## config.mk

```make
export PLATFORM = sky130hd
export DESIGN_NAME = switching_clock_select
export DESIGN_NICKNAME = d
export VERILOG_FILES = /design/src/common/clock_select_pkg.sv /design/src/rtl/switching_clock_select.sv
export VERILOG_INCLUDE_DIRS = /design/src /design/src/common
export SDC_FILE = /design/constraint.sdc
export NUM_CORES = 1
export LEC_CHECK = 0
export BUFFER_PORTS_ARGS = -buffer_cell sky130_fd_sc_hd__buf_2
export CAP_MARGIN = 25
export CORE_MARGIN = 1.5
export CORE_UTILIZATION = 40
export CTS_CLUSTER_DIAMETER = 80
export DETAILED_ROUTE_END_ITERATION = 8
export PLACE_DENSITY = 0.55
export SYNTH_ARGS = -nofsm -noshare
export SYNTH_HDL_FRONTEND = slang
export SYNTH_SLANG_ARGS = --single-unit
```

## constraint.sdc

```tcl
create_clock -name CLOCK -period 15.9 [get_ports CLOCK]
set_clock_uncertainty 0.2 [all_clocks]
set_input_delay 3.18 -clock CLOCK [delete_from_list [all_inputs] [get_ports CLOCK]]
set_output_delay 3.18 -clock CLOCK [all_outputs]
set_load 0.01 [all_outputs]
```

## src/common/clock_select_defs.svh

```systemverilog
`ifndef CLOCK_SELECT_DEFS_SVH
`define CLOCK_SELECT_DEFS_SVH

// ****************************************************************
// Register offsets (word index on the command port)
// ****************************************************************
`define CS_ADDR_CTRL    3'h0
`define CS_ADDR_FREQ    3'h1
`define CS_ADDR_DIV     3'h2
`define CS_ADDR_STATUS  3'h3
`define CS_ADDR_MASK    3'h4
`define CS_ADDR_SMBADDR 3'h5
`define CS_ADDR_VOUT    3'h6

// ****************************************************************
// Field positions
// ****************************************************************
`define CS_CTRL_SYNC_OUT   0
`define CS_CTRL_EXT_SEL    1
`define CS_ST_EXT_FAULT    0
`define CS_ST_EXT_LOCK     1
`define CS_DIV_BUSY        15

// ****************************************************************
// Reset values
// ****************************************************************
`define CS_CTRL_RST   2'h0
`define CS_MASK_RST   2'h0
`define CS_FREQ_RST   16'h01f4

// ****************************************************************
// Frequency and divisor limits
// ****************************************************************
`define CS_REF_KHZ    32'd30000
`define CS_DIV_MIN    8'd30
`define CS_DIV_MAX    8'd150
`define CS_FREQ_MIN   16'd200
`define CS_FREQ_MAX   16'd1000
`define CS_SMB_BASE   7'h60
`define CS_OPEN_CODE  4'h5

// ****************************************************************
// Timing
// ****************************************************************
`define CS_CLK_NS     50
`define CS_LOSS_NS    10000
`define CS_LOSS_CYC   ((`CS_LOSS_NS + `CS_CLK_NS - 1) / `CS_CLK_NS)

`endif

```

## src/common/clock_select_pkg.sv

```systemverilog
package clock_select_pkg;

    // Divisor search sequencer
    typedef enum logic [1:0] {
        CALC_IDLE,
        CALC_DIV,
        CALC_PICK
    } calc_state_t;

    // Settings decoded from the straps at power-on
    typedef struct packed {
        logic [6:0]  smbus_addr;
        logic [15:0] vout_mv;
        logic [4:0]  vout_sel;
    } strap_cfg_t;

    // Sticky events
    typedef struct packed {
        logic ext_lock;
        logic ext_fault;
    } events_t;

endpackage

```

## src/rtl/switching_clock_select.sv

```systemverilog
`include "clock_select_defs.svh"

// Behaviour
// - Switching frequency 200 kHz to 1 MHz, from strap or frequency command
// - Internal clock is the 30 MHz reference divided by 30 to 150
// - A commanded frequency picks the whole divisor giving the nearest frequency
// - Sixteen frequency strap codes, 250 to 1000 kHz; open pin gives 500 kHz
// - Switching clock locks to an external clock on the sync pin as input
// - With the internal clock, optionally drive it out on the sync pin
// - External mode follows any in-range frequency, not only divisor steps
// - Lost external clock sets the external fault flag and shuts down on the same edge
// - After a clock loss the next enable runs from the internal clock
// - Sync resumes only after power-on with the external strap set, or a new external select
// - Bus address comes from the strap, 0x60 to 0x67, unique per bus
// - One strap encodes output voltage from 0.5 V and the bus address
// - All straps are read at power-on and set frequency, address, voltage, sync select
module switching_clock_select
    import clock_select_pkg::*;
#(
    parameter int LOSS_CYC = `CS_LOSS_CYC
) (
    input  wire logic        CLOCK,
    input  wire logic        NRST,
    input  wire logic [2:0]  ADDR,
    input  wire logic [15:0] WDATA,
    input  wire logic        WRITE,
    input  wire logic        READ,
    output logic      [15:0] RDATA,
    output logic             IRQ,
    input  wire logic [3:0]  FREQ_STRAP,
    input  wire logic [7:0]  VADDR_STRAP,
    input  wire logic        SYNC_EXT_STRAP,
    input  wire logic        ENABLE,
    input  wire logic        SYNC_IN,
    output logic             SYNC_OUT,
    output logic             SYNC_OE_N,
    output logic             SW_CLK,
    output logic             RUN,
    output strap_cfg_t       STRAP_CFG
);

    // Loss counter is 12 bits and needs at least two cycles of history
    if (LOSS_CYC < 2 || LOSS_CYC > 4095) begin : g_loss_check
        $error("LOSS_CYC out of range");
    end

    // ****************************************************************
    // Pin synchronisers
    // ****************************************************************
    localparam int PW = 15;
    logic [PW-1:0] pin_m_q;
    logic [PW-1:0] pin_s_q;
    logic          sync_d1_q;
    logic [3:0]    freq_strap_s;
    logic [7:0]    vaddr_strap_s;
    logic          ext_strap_s;
    logic          enable_s;
    logic          sync_s;
    logic          sync_rise;

    // First stage feeds only the second
    always_ff @(posedge CLOCK) begin
        if (!NRST) begin
            pin_m_q <= '0;
            pin_s_q <= '0;
            sync_d1_q <= 1'b0;
        end else begin
            pin_m_q <= {SYNC_IN, ENABLE, SYNC_EXT_STRAP, VADDR_STRAP, FREQ_STRAP};
            pin_s_q <= pin_m_q;
            sync_d1_q <= pin_s_q[14];
        end
    end

    assign freq_strap_s  = pin_s_q[3:0];
    assign vaddr_strap_s = pin_s_q[11:4];
    assign ext_strap_s   = pin_s_q[12];
    assign enable_s      = pin_s_q[13];
    assign sync_s        = pin_s_q[14];
    assign sync_rise     = sync_s && !sync_d1_q;

    // ****************************************************************
    // Strap decode tables
    // ****************************************************************
    // Frequency strap code to reference divisor
    function automatic logic [7:0] strap_div(input logic [3:0] code);
        case (code)
            4'h0:    strap_div = 8'd120;
            4'h1:    strap_div = 8'd100;
            4'h2:    strap_div = 8'd85;
            4'h3:    strap_div = 8'd75;
            4'h4:    strap_div = 8'd66;
            4'h5:    strap_div = 8'd60;
            4'h6:    strap_div = 8'd55;
            4'h7:    strap_div = 8'd50;
            4'h8:    strap_div = 8'd46;
            4'h9:    strap_div = 8'd43;
            4'ha:    strap_div = 8'd40;
            4'hb:    strap_div = 8'd37;
            4'hc:    strap_div = 8'd35;
            4'hd:    strap_div = 8'd33;
            4'he:    strap_div = 8'd31;
            default: strap_div = 8'd30;
        endcase
    endfunction

    // Voltage row to millivolts; zero marks the disabled row
    function automatic logic [15:0] row_mv(input logic [4:0] row);
        logic [15:0] r;
        r = {11'h000, row};
        if (row < 5'd13) begin
            row_mv = 16'd500 + r * 16'd50;
        end else if (row == 5'd13) begin
            row_mv = 16'd1150;
        end else if (row < 5'd28) begin
            row_mv = 16'd1200 + (r - 16'd14) * 16'd100;
        end else if (row == 5'd28) begin
            row_mv = 16'd0;
        end else if (row == 5'd29) begin
            row_mv = 16'd3300;
        end else if (row == 5'd30) begin
            row_mv = 16'd4500;
        end else begin
            row_mv = 16'd5000;
        end
    endfunction

    // ****************************************************************
    // Power-on strap capture
    // ****************************************************************
    logic [1:0]  por_cnt_q;
    logic        por_take;
    strap_cfg_t  strap_q;

    // Waits out the synchroniser so the straps are settled
    always_ff @(posedge CLOCK) begin
        if (!NRST) begin
            por_cnt_q <= 2'h0;
        end else if (por_cnt_q != 2'h3) begin
            por_cnt_q <= por_cnt_q + 2'h1;
        end
    end

    assign por_take = (por_cnt_q == 2'h2);

    // Address in the top three bits, voltage row below
    always_ff @(posedge CLOCK) begin
        if (!NRST) begin
            strap_q <= '0;
        end else if (por_take) begin
            strap_q.smbus_addr <= `CS_SMB_BASE + {4'h0, vaddr_strap_s[7:5]};
            strap_q.vout_sel   <= vaddr_strap_s[4:0];
            strap_q.vout_mv    <= row_mv(vaddr_strap_s[4:0]);
        end
    end

    assign STRAP_CFG = strap_q;

    // ****************************************************************
    // Control registers
    // ****************************************************************
    logic [1:0]  ctrl_q;
    logic [1:0]  mask_q;
    logic [15:0] freq_q;
    logic        wr_ctrl;
    logic        wr_freq;
    logic [15:0] freq_clamp;

    assign wr_ctrl = WRITE && (ADDR == `CS_ADDR_CTRL);
    assign wr_freq = WRITE && (ADDR == `CS_ADDR_FREQ);

    // Out-of-range requests snap to the nearest limit
    always_comb begin
        if (WDATA < `CS_FREQ_MIN) begin
            freq_clamp = `CS_FREQ_MIN;
        end else if (WDATA > `CS_FREQ_MAX) begin
            freq_clamp = `CS_FREQ_MAX;
        end else begin
            freq_clamp = WDATA;
        end
    end

    // Control and mask words
    always_ff @(posedge CLOCK) begin
        if (!NRST) begin
            ctrl_q <= `CS_CTRL_RST;
            mask_q <= `CS_MASK_RST;
        end else begin
            if (wr_ctrl) begin
                ctrl_q <= WDATA[1:0];
            end
            if (WRITE && (ADDR == `CS_ADDR_MASK)) begin
                mask_q <= WDATA[1:0];
            end
        end
    end

    // Commanded frequency, kept until power-on or a new write
    always_ff @(posedge CLOCK) begin
        if (!NRST) begin
            freq_q <= `CS_FREQ_RST;
        end else if (wr_freq) begin
            freq_q <= freq_clamp;
        end
    end

    // ****************************************************************
    // Divisor search
    // ****************************************************************
    calc_state_t calc_q;
    logic [31:0] rem_q;
    logic [7:0]  n_q;
    logic [7:0]  div_q;
    logic [31:0] lhs;
    logic [31:0] rhs;
    logic [31:0] fk;
    logic [31:0] n32;
    logic [7:0]  pick;

    assign fk  = {16'h0000, freq_q};
    assign n32 = {24'h000000, n_q};
    assign lhs = `CS_REF_KHZ * (32'd2 * n32 + 32'd1);
    assign rhs = 32'd2 * fk * n32 * (n32 + 32'd1);

    // Between floor and floor+1 keep whichever frequency is nearer
    always_comb begin
        pick = (lhs <= rhs) ? n_q : n_q + 8'd1;
        if (pick < `CS_DIV_MIN) begin
            pick = `CS_DIV_MIN;
        end else if (pick > `CS_DIV_MAX) begin
            pick = `CS_DIV_MAX;
        end
    end

    // Repeated subtraction; slow but tiny, at most 150 steps
    always_ff @(posedge CLOCK) begin
        if (!NRST) begin
            calc_q <= CALC_IDLE;
            rem_q  <= '0;
            n_q    <= 8'h00;
            div_q  <= `CS_DIV_MIN;
        end else if (por_take) begin
            div_q  <= strap_div(freq_strap_s);
            calc_q <= CALC_IDLE;
        end else if (wr_freq) begin
            calc_q <= CALC_DIV;
            rem_q  <= `CS_REF_KHZ;
            n_q    <= 8'h00;
        end else begin
            case (calc_q)
                CALC_IDLE: begin
                end
                CALC_DIV: begin
                    if (rem_q >= fk) begin
                        rem_q <= rem_q - fk;
                        n_q   <= n_q + 8'd1;
                    end else begin
                        calc_q <= CALC_PICK;
                    end
                end
                CALC_PICK: begin
                    div_q  <= pick;
                    calc_q <= CALC_IDLE;
                end
                default: calc_q <= CALC_IDLE;
            endcase
        end
    end

    // ****************************************************************
    // Internal switching clock
    // ****************************************************************
    logic [8:0] acc_q;
    logic [8:0] acc_add;
    logic [8:0] two_n;

    // 20 MHz steps three half-periods of 30 MHz each cycle
    assign two_n   = {div_q, 1'b0};
    assign acc_add = acc_q + 9'd3;

    always_ff @(posedge CLOCK) begin
        if (!NRST) begin
            acc_q <= 9'h000;
        end else if (acc_add >= two_n) begin
            acc_q <= acc_add - two_n;
        end else begin
            acc_q <= acc_add;
        end
    end

    // ****************************************************************
    // External clock follower and loss detector
    // ****************************************************************
    logic [11:0] since_q;
    logic [11:0] per_q;
    logic        per_ok_q;
    logic        ext_req_q;
    logic        ext_act_q;
    logic        lost;

    assign lost = ext_act_q && (since_q >= LOSS_CYC[11:0]);

    // Period between rising edges; saturates when the clock stops
    always_ff @(posedge CLOCK) begin
        if (!NRST) begin
            since_q  <= 12'h000;
            per_q    <= 12'h000;
            per_ok_q <= 1'b0;
        end else if (sync_rise) begin
            since_q  <= 12'h001;
            per_q    <= since_q;
            per_ok_q <= (since_q != 12'h000);
        end else if (since_q != 12'hfff) begin
            since_q <= since_q + 12'h001;
        end
    end

    // Request from strap at power-on or a fresh select; loss cancels it
    always_ff @(posedge CLOCK) begin
        if (!NRST) begin
            ext_req_q <= 1'b0;
            ext_act_q <= 1'b0;
        end else begin
            if (por_take) begin
                ext_req_q <= ext_strap_s;
            end else if (lost) begin
                ext_req_q <= 1'b0;
            end else if (wr_ctrl && WDATA[`CS_CTRL_EXT_SEL]) begin
                ext_req_q <= 1'b1;
            end else if (wr_ctrl) begin
                ext_req_q <= 1'b0;
            end
            if (lost || !ext_req_q) begin
                ext_act_q <= 1'b0;
            end else if (sync_rise && per_ok_q) begin
                ext_act_q <= 1'b1;
            end
        end
    end

    // ****************************************************************
    // Fault shutdown and sticky events
    // ****************************************************************
    logic    off_q;
    events_t st_q;
    logic    lock_evt;
    logic    st_clr_wr;

    assign lock_evt  = ext_req_q && !ext_act_q && sync_rise && per_ok_q && !lost;
    assign st_clr_wr = WRITE && (ADDR == `CS_ADDR_STATUS);

    // Held off until the enable pin drops, then restart is allowed
    always_ff @(posedge CLOCK) begin
        if (!NRST) begin
            off_q <= 1'b0;
        end else if (lost) begin
            off_q <= 1'b1;
        end else if (!enable_s) begin
            off_q <= 1'b0;
        end
    end

    // Write one to clear; a new event in the same cycle wins
    always_ff @(posedge CLOCK) begin
        if (!NRST) begin
            st_q <= '0;
        end else begin
            st_q.ext_fault <= lost ||
                (st_q.ext_fault && !(st_clr_wr && WDATA[`CS_ST_EXT_FAULT]));
            st_q.ext_lock <= lock_evt ||
                (st_q.ext_lock && !(st_clr_wr && WDATA[`CS_ST_EXT_LOCK]));
        end
    end

    assign IRQ = |({st_q.ext_lock, st_q.ext_fault} & mask_q);
    assign RUN = enable_s && !off_q;

    // ****************************************************************
    // Clock outputs
    // ****************************************************************
    logic sw_int;
    logic sw_ext;
    logic sw_q;
    logic so_q;
    logic oe_n_q;

    assign sw_int = (acc_q < {1'b0, div_q});
    assign sw_ext = (since_q <= {1'b0, per_q[11:1]});

    // Registered so the pins see no decode glitches
    always_ff @(posedge CLOCK) begin
        if (!NRST) begin
            sw_q   <= 1'b0;
            so_q   <= 1'b0;
            oe_n_q <= 1'b1;
        end else begin
            sw_q   <= RUN && (ext_act_q ? sw_ext : sw_int);
            so_q   <= sw_int;
            oe_n_q <= !(ctrl_q[`CS_CTRL_SYNC_OUT] && !ext_req_q);
        end
    end

    assign SW_CLK    = sw_q;
    assign SYNC_OUT  = so_q;
    assign SYNC_OE_N = oe_n_q;

    // ****************************************************************
    // Read port
    // ****************************************************************
    logic [15:0] rd_d;
    logic [15:0] rd_q;

    // Unmapped offsets read zero
    always_comb begin
        case (ADDR)
            `CS_ADDR_CTRL:    rd_d = {14'h0000, ctrl_q};
            `CS_ADDR_FREQ:    rd_d = freq_q;
            `CS_ADDR_DIV:     rd_d = {(calc_q != CALC_IDLE), ext_act_q, 6'h00, div_q};
            `CS_ADDR_STATUS:  rd_d = {14'h0000, st_q.ext_lock, st_q.ext_fault};
            `CS_ADDR_MASK:    rd_d = {14'h0000, mask_q};
            `CS_ADDR_SMBADDR: rd_d = {4'h0, strap_q.vout_sel, strap_q.smbus_addr};
            `CS_ADDR_VOUT:    rd_d = strap_q.vout_mv;
            default:          rd_d = 16'h0000;
        endcase
    end

    always_ff @(posedge CLOCK) begin
        if (!NRST) begin
            rd_q <= 16'h0000;
        end else if (READ) begin
            rd_q <= rd_d;
        end else begin
            rd_q <= 16'h0000;
        end
    end

    assign RDATA = rd_q;

endmodule

```

==> flow_summary.rst <==
.. list-table::
   :header-rows: 1

   * - Metric
     - Value
   * - Status
     - completed
   * - Height of the die
     - 244 um
   * - Iteration-0 DRC count of the detailed router
     - around 1200
   * - Max stage delay on crit path
     - between 0.9 and 1 ns
   * - Largest cells by area after synthesis
     - fa_1 (23%), dfxtp_1 (16%), ha_1 (15%), inv_1 (5.9%), nor2_1 (5.2%)
   * - Vias per std cell
     - approximately 5.4
   * - Post-synth cell types
     - between 80 and 90
   * - Top-level port count
     - 87
   * - TritonCTS clock tree
     - built
   * - Sequential share of the synthesized area
     - 0.161
   * - Sum Neg Setup Slack
     - 0 ns
   * - Detailed placer's ending HPWL
     - roughly 53000 um
   * - Instance count of the mapped netlist
     - roughly 2800
   * - Worst IR drop on VDD
     - ~0.000072 V
   * - Initial core utilization
     - 0.404
   * - Primary FF master, synth
     - dfxtp_1
   * - Clock root buffer
     - clkbuf_16
   * - Final antenna diode count
     - 0
   * - Standard-cell rows
     - 88
   * - Post-cts hold buffer count
     - 0
   * - GRT overflow
     - 0
   * - Slowest-stage cell, CP
     - dfxtp_1
   * - Routed vias
     - between 15000 and 20000
   * - Class of the tightest hold or removal check
     - reg -> reg
   * - Combined global-route utilization of all metal layers
     - 0.223
   * - Cell Area, Placed
     - 24400 um2
   * - Cell accounting for the most synthesized area
     - fa_1
   * - Post-route clock period utilization
     - 0.816
   * - DRC Markers
     - 0
   * - Sort of element at the start of the critical path
     - flip-flop
   * - Maximum number of pins on one net before global-route repair
     - 62
   * - Type of the worst setup path
     - reg -> reg
   * - Seq cells post-synth
     - 187
   * - Setup repair after global routing missed its margin
     - no
   * - Filler cell count
     - 5886
   * - Layout Nets
     - 3394
   * - Total of max-cap violations
     - 0
   * - TritonCTS buffer count
     - 17
   * - Vias in the first global route
     - between 15000 and 20000
   * - Share of flip-flops with an asynchronous set or reset after synthesis
     - 0
   * - Core region area
     - 57700 um2
   * - Post-synth EDFFs
     - 0
   * - Share of Yosys cell area claimed by the top area cell type
     - 0.230
   * - Transition time of the tightest slew-check pin
     - around 1 ns
   * - Normalized max-slew margin
     - 0.329
   * - Post-CTS Setup Bufs
     - 0
   * - Yosys synthesis warning count
     - 0
   * - Largest fanout on the critical path
     - 21
   * - Required time of the critical path
     - around 16 ns
   * - Most common library cells after synthesis
     - inv_1 (368), nor2_1 (321), nand2_1 (291)
   * - Clock period minus final worst setup slack
     - about 13 ns
   * - Die area
     - 59700 um2
   * - Fraction of final layout cells sized beyond drive strength 1
     - 0.0636
   * - Signal arrival time at the worst endpoint
     - ~13 ns
   * - Count leader, synth
     - inv_1
   * - Total of endpoints with negative setup slack in the final report
     - 0
   * - Clk slew on worst S/H paths
     - roughly 0.090 ns
   * - Maximum level of the CTS H-tree
     - 4
   * - Area added between synthesis and finish
     - 7.62%
   * - Placer's final routability congestion estimate
     - about 0.94
   * - Hold violation count in the final report
     - 0
   * - I/O Buffers
     - 83
   * - Max Slew Vio Count
     - 0
   * - First-pass GRT wire length
     - 105000 um
   * - Leak
     - 11.6 nW
   * - Router iterations before antenna repair
     - 5
   * - Max clock buf depth
     - 2
   * - Routed Wire Length
     - 66100 um
   * - Die Width
     - 244 um
   * - Summed area of non-filler cells in the final layout
     - 25100 um2
   * - Post-synthesis cell area
     - 23300 um2
   * - Routed wire length per instance
     - 18.4 um
   * - Worst setup EP type
     - flip-flop
   * - Average cell area after synthesis
     - 8.35 um2
   * - Antenna-violating nets left
     - 0
   * - Fmax
     - 0.0770 GHz
   * - Skew-Pair Late Insertion Delay
     - about 0.46 ns
   * - Initial antenna violation count
     - 1
   * - Number of instances resized during post-cts repair
     - 0
   * - Final Hold Slack
     - 0.235 ns
   * - Sink count of the clock tree
     - 187
   * - Total power density per cell area
     - 55.3 nW/um2
-- final timing paths --
path / from / to / slack [ns] / depth (start not counted)
setup / recovery: n_q[5]$_SDFFE_PN0P_ / div_q[4]$_SDFFE_PN1P_ / 2.92 / 47
setup reg to reg: n_q[5]$_SDFFE_PN0P_ / div_q[4]$_SDFFE_PN1P_ / 2.92 / 47
hold reg to reg: pin_m_q[12]$_SDFF_PN0_ / pin_s_q[12]$_SDFF_PN0_ / 0.23 / 1
hold / removal: pin_m_q[12]$_SDFF_PN0_ / pin_s_q[12]$_SDFF_PN0_ / 0.23 / 1
-- logic make-up after synthesis --
family,share of synthesized area
and+or+nand+nor,0.185
adders and majority gates,0.377
buffers and inverters,0.0808
AOI/OAI and AO/OA,0.126
DFF,0.161
xor gates and xnor gates,0.0504
muxes,0.0202
other,0.000161
-- registers in the layout (all words and copies together) (netlist names), 2 cells and up, named ones only --
signal	count
rem_q	32
STRAP_CFG	24
RDATA	16
freq_q	16
pin_m_q	15
since_q	12
per_q	11
pin_s_q	11
acc_q	9
div_q	8
n_q	8
calc_q	2
ctrl_q	2
mask_q	2
por_cnt_q	2
st_q	2
-- layout by cell type, fill, tap and decap left out, types with 7 or more instances in the layout --
| master | synthesis | routed |
|---|---|---|
| mux2i_1 | 40 | 40 |
| o221a_2 | 8 | 8 |
| a21o_1 | 34 | 34 |
| dfxtp_1 | 187 | 187 |
| ha_1 | 273 | 272 |
| fa_1 | 268 | 268 |
| nand3_1 | 44 | 44 |
| a22oi_1 | 22 | 22 |
| o21bai_1 | 15 | 15 |
| and2_1 | 58 | 58 |
| xor2_1 | 53 | 53 |
| nor4_1 | 8 | 8 |
| inv_1 | 368 | 368 |
| and3_1 | 17 | 17 |
| o21a_1 | 11 | 11 |
| or4_1 | 11 | 11 |
| o22ai_1 | 7 | 7 |
| nor2b_1 | 27 | 27 |
| nand2_1 | 291 | 291 |
| a221oi_1 | 9 | 9 |
| o31ai_1 | 8 | 8 |
| o211ai_1 | 12 | 12 |
| a211oi_1 | 21 | 21 |
| or3_1 | 11 | 11 |
| buf_4 | 4 | 33 |
| buf_2 | 3 | 83 |
| a31oi_1 | 22 | 22 |
| o21ai_0 | 77 | 77 |
| nand2b_1 | 59 | 59 |
| nand4_1 | 24 | 24 |
| clkbuf_16 | 0 | 17 |
| a21oi_1 | 153 | 153 |
| nor2_1 | 321 | 321 |
| xnor2_1 | 81 | 81 |
| nor3_1 | 35 | 35 |
-- area by class of cell --
type	instances	area, um2	share of cell area
multi-input cells	2119	17700	0.705
flip-flops and latches	187	3740	0.149
inverters	373	1400	0.0558
well taps	765	957	0.0382
repair buffers	117	674	0.0269
clock buffers	17	425	0.0170
clock inverters	15	194	0.00773
-- per-stage QoR --
step            util  setup slack (ns)  std cells  power (W)
2_1_floorplan      -              4.27       2794   0.000839
3_5_place_dp   0.424              2.82       3559   0.000947
6_report       0.435              2.92       3593    0.00139
4_1_cts        0.434              2.74       3591    0.00139
5_1_grt        0.435              1.89       3593    0.00147
3_3_place_gp   0.424              3.26       3558   0.000938
-- metal layers --
metal / share of wire / vias to the layer above / global-route usage
met1: 0.45 / 9556 / 0.302
met4: 0.027 / 2 / 0.0697
li1: - / 9206 / -
met2: 0.47 / 502 / 0.366
met3: 0.052 / 89 / 0.0316
met5: 0.00020 / - / 0
-- critical path: cells and delay by family (launching register included) --
family                     cells  cell delay [ns]
adders and majority gates     11             4.55
AOI/OAI and AO/OA             19             3.67
and+or+nand+nor                7             1.76
DFF                            1             0.92
buffers and inverters          7             0.92
xor gates and xnor gates       2             0.69
muxes                          1             0.12
-- power by group --
part | switching [W] | total, W | internal (W)
Sequential | 0.0000310 | 0.000530 | 0.000499
Clock | 0.000230 | 0.000445 | 0.000215
Combinational | 0.000244 | 0.000411 | 0.000167
Total | 0.000505 | 0.00139 | 0.000882
Power figures use the tool's default switching activity.
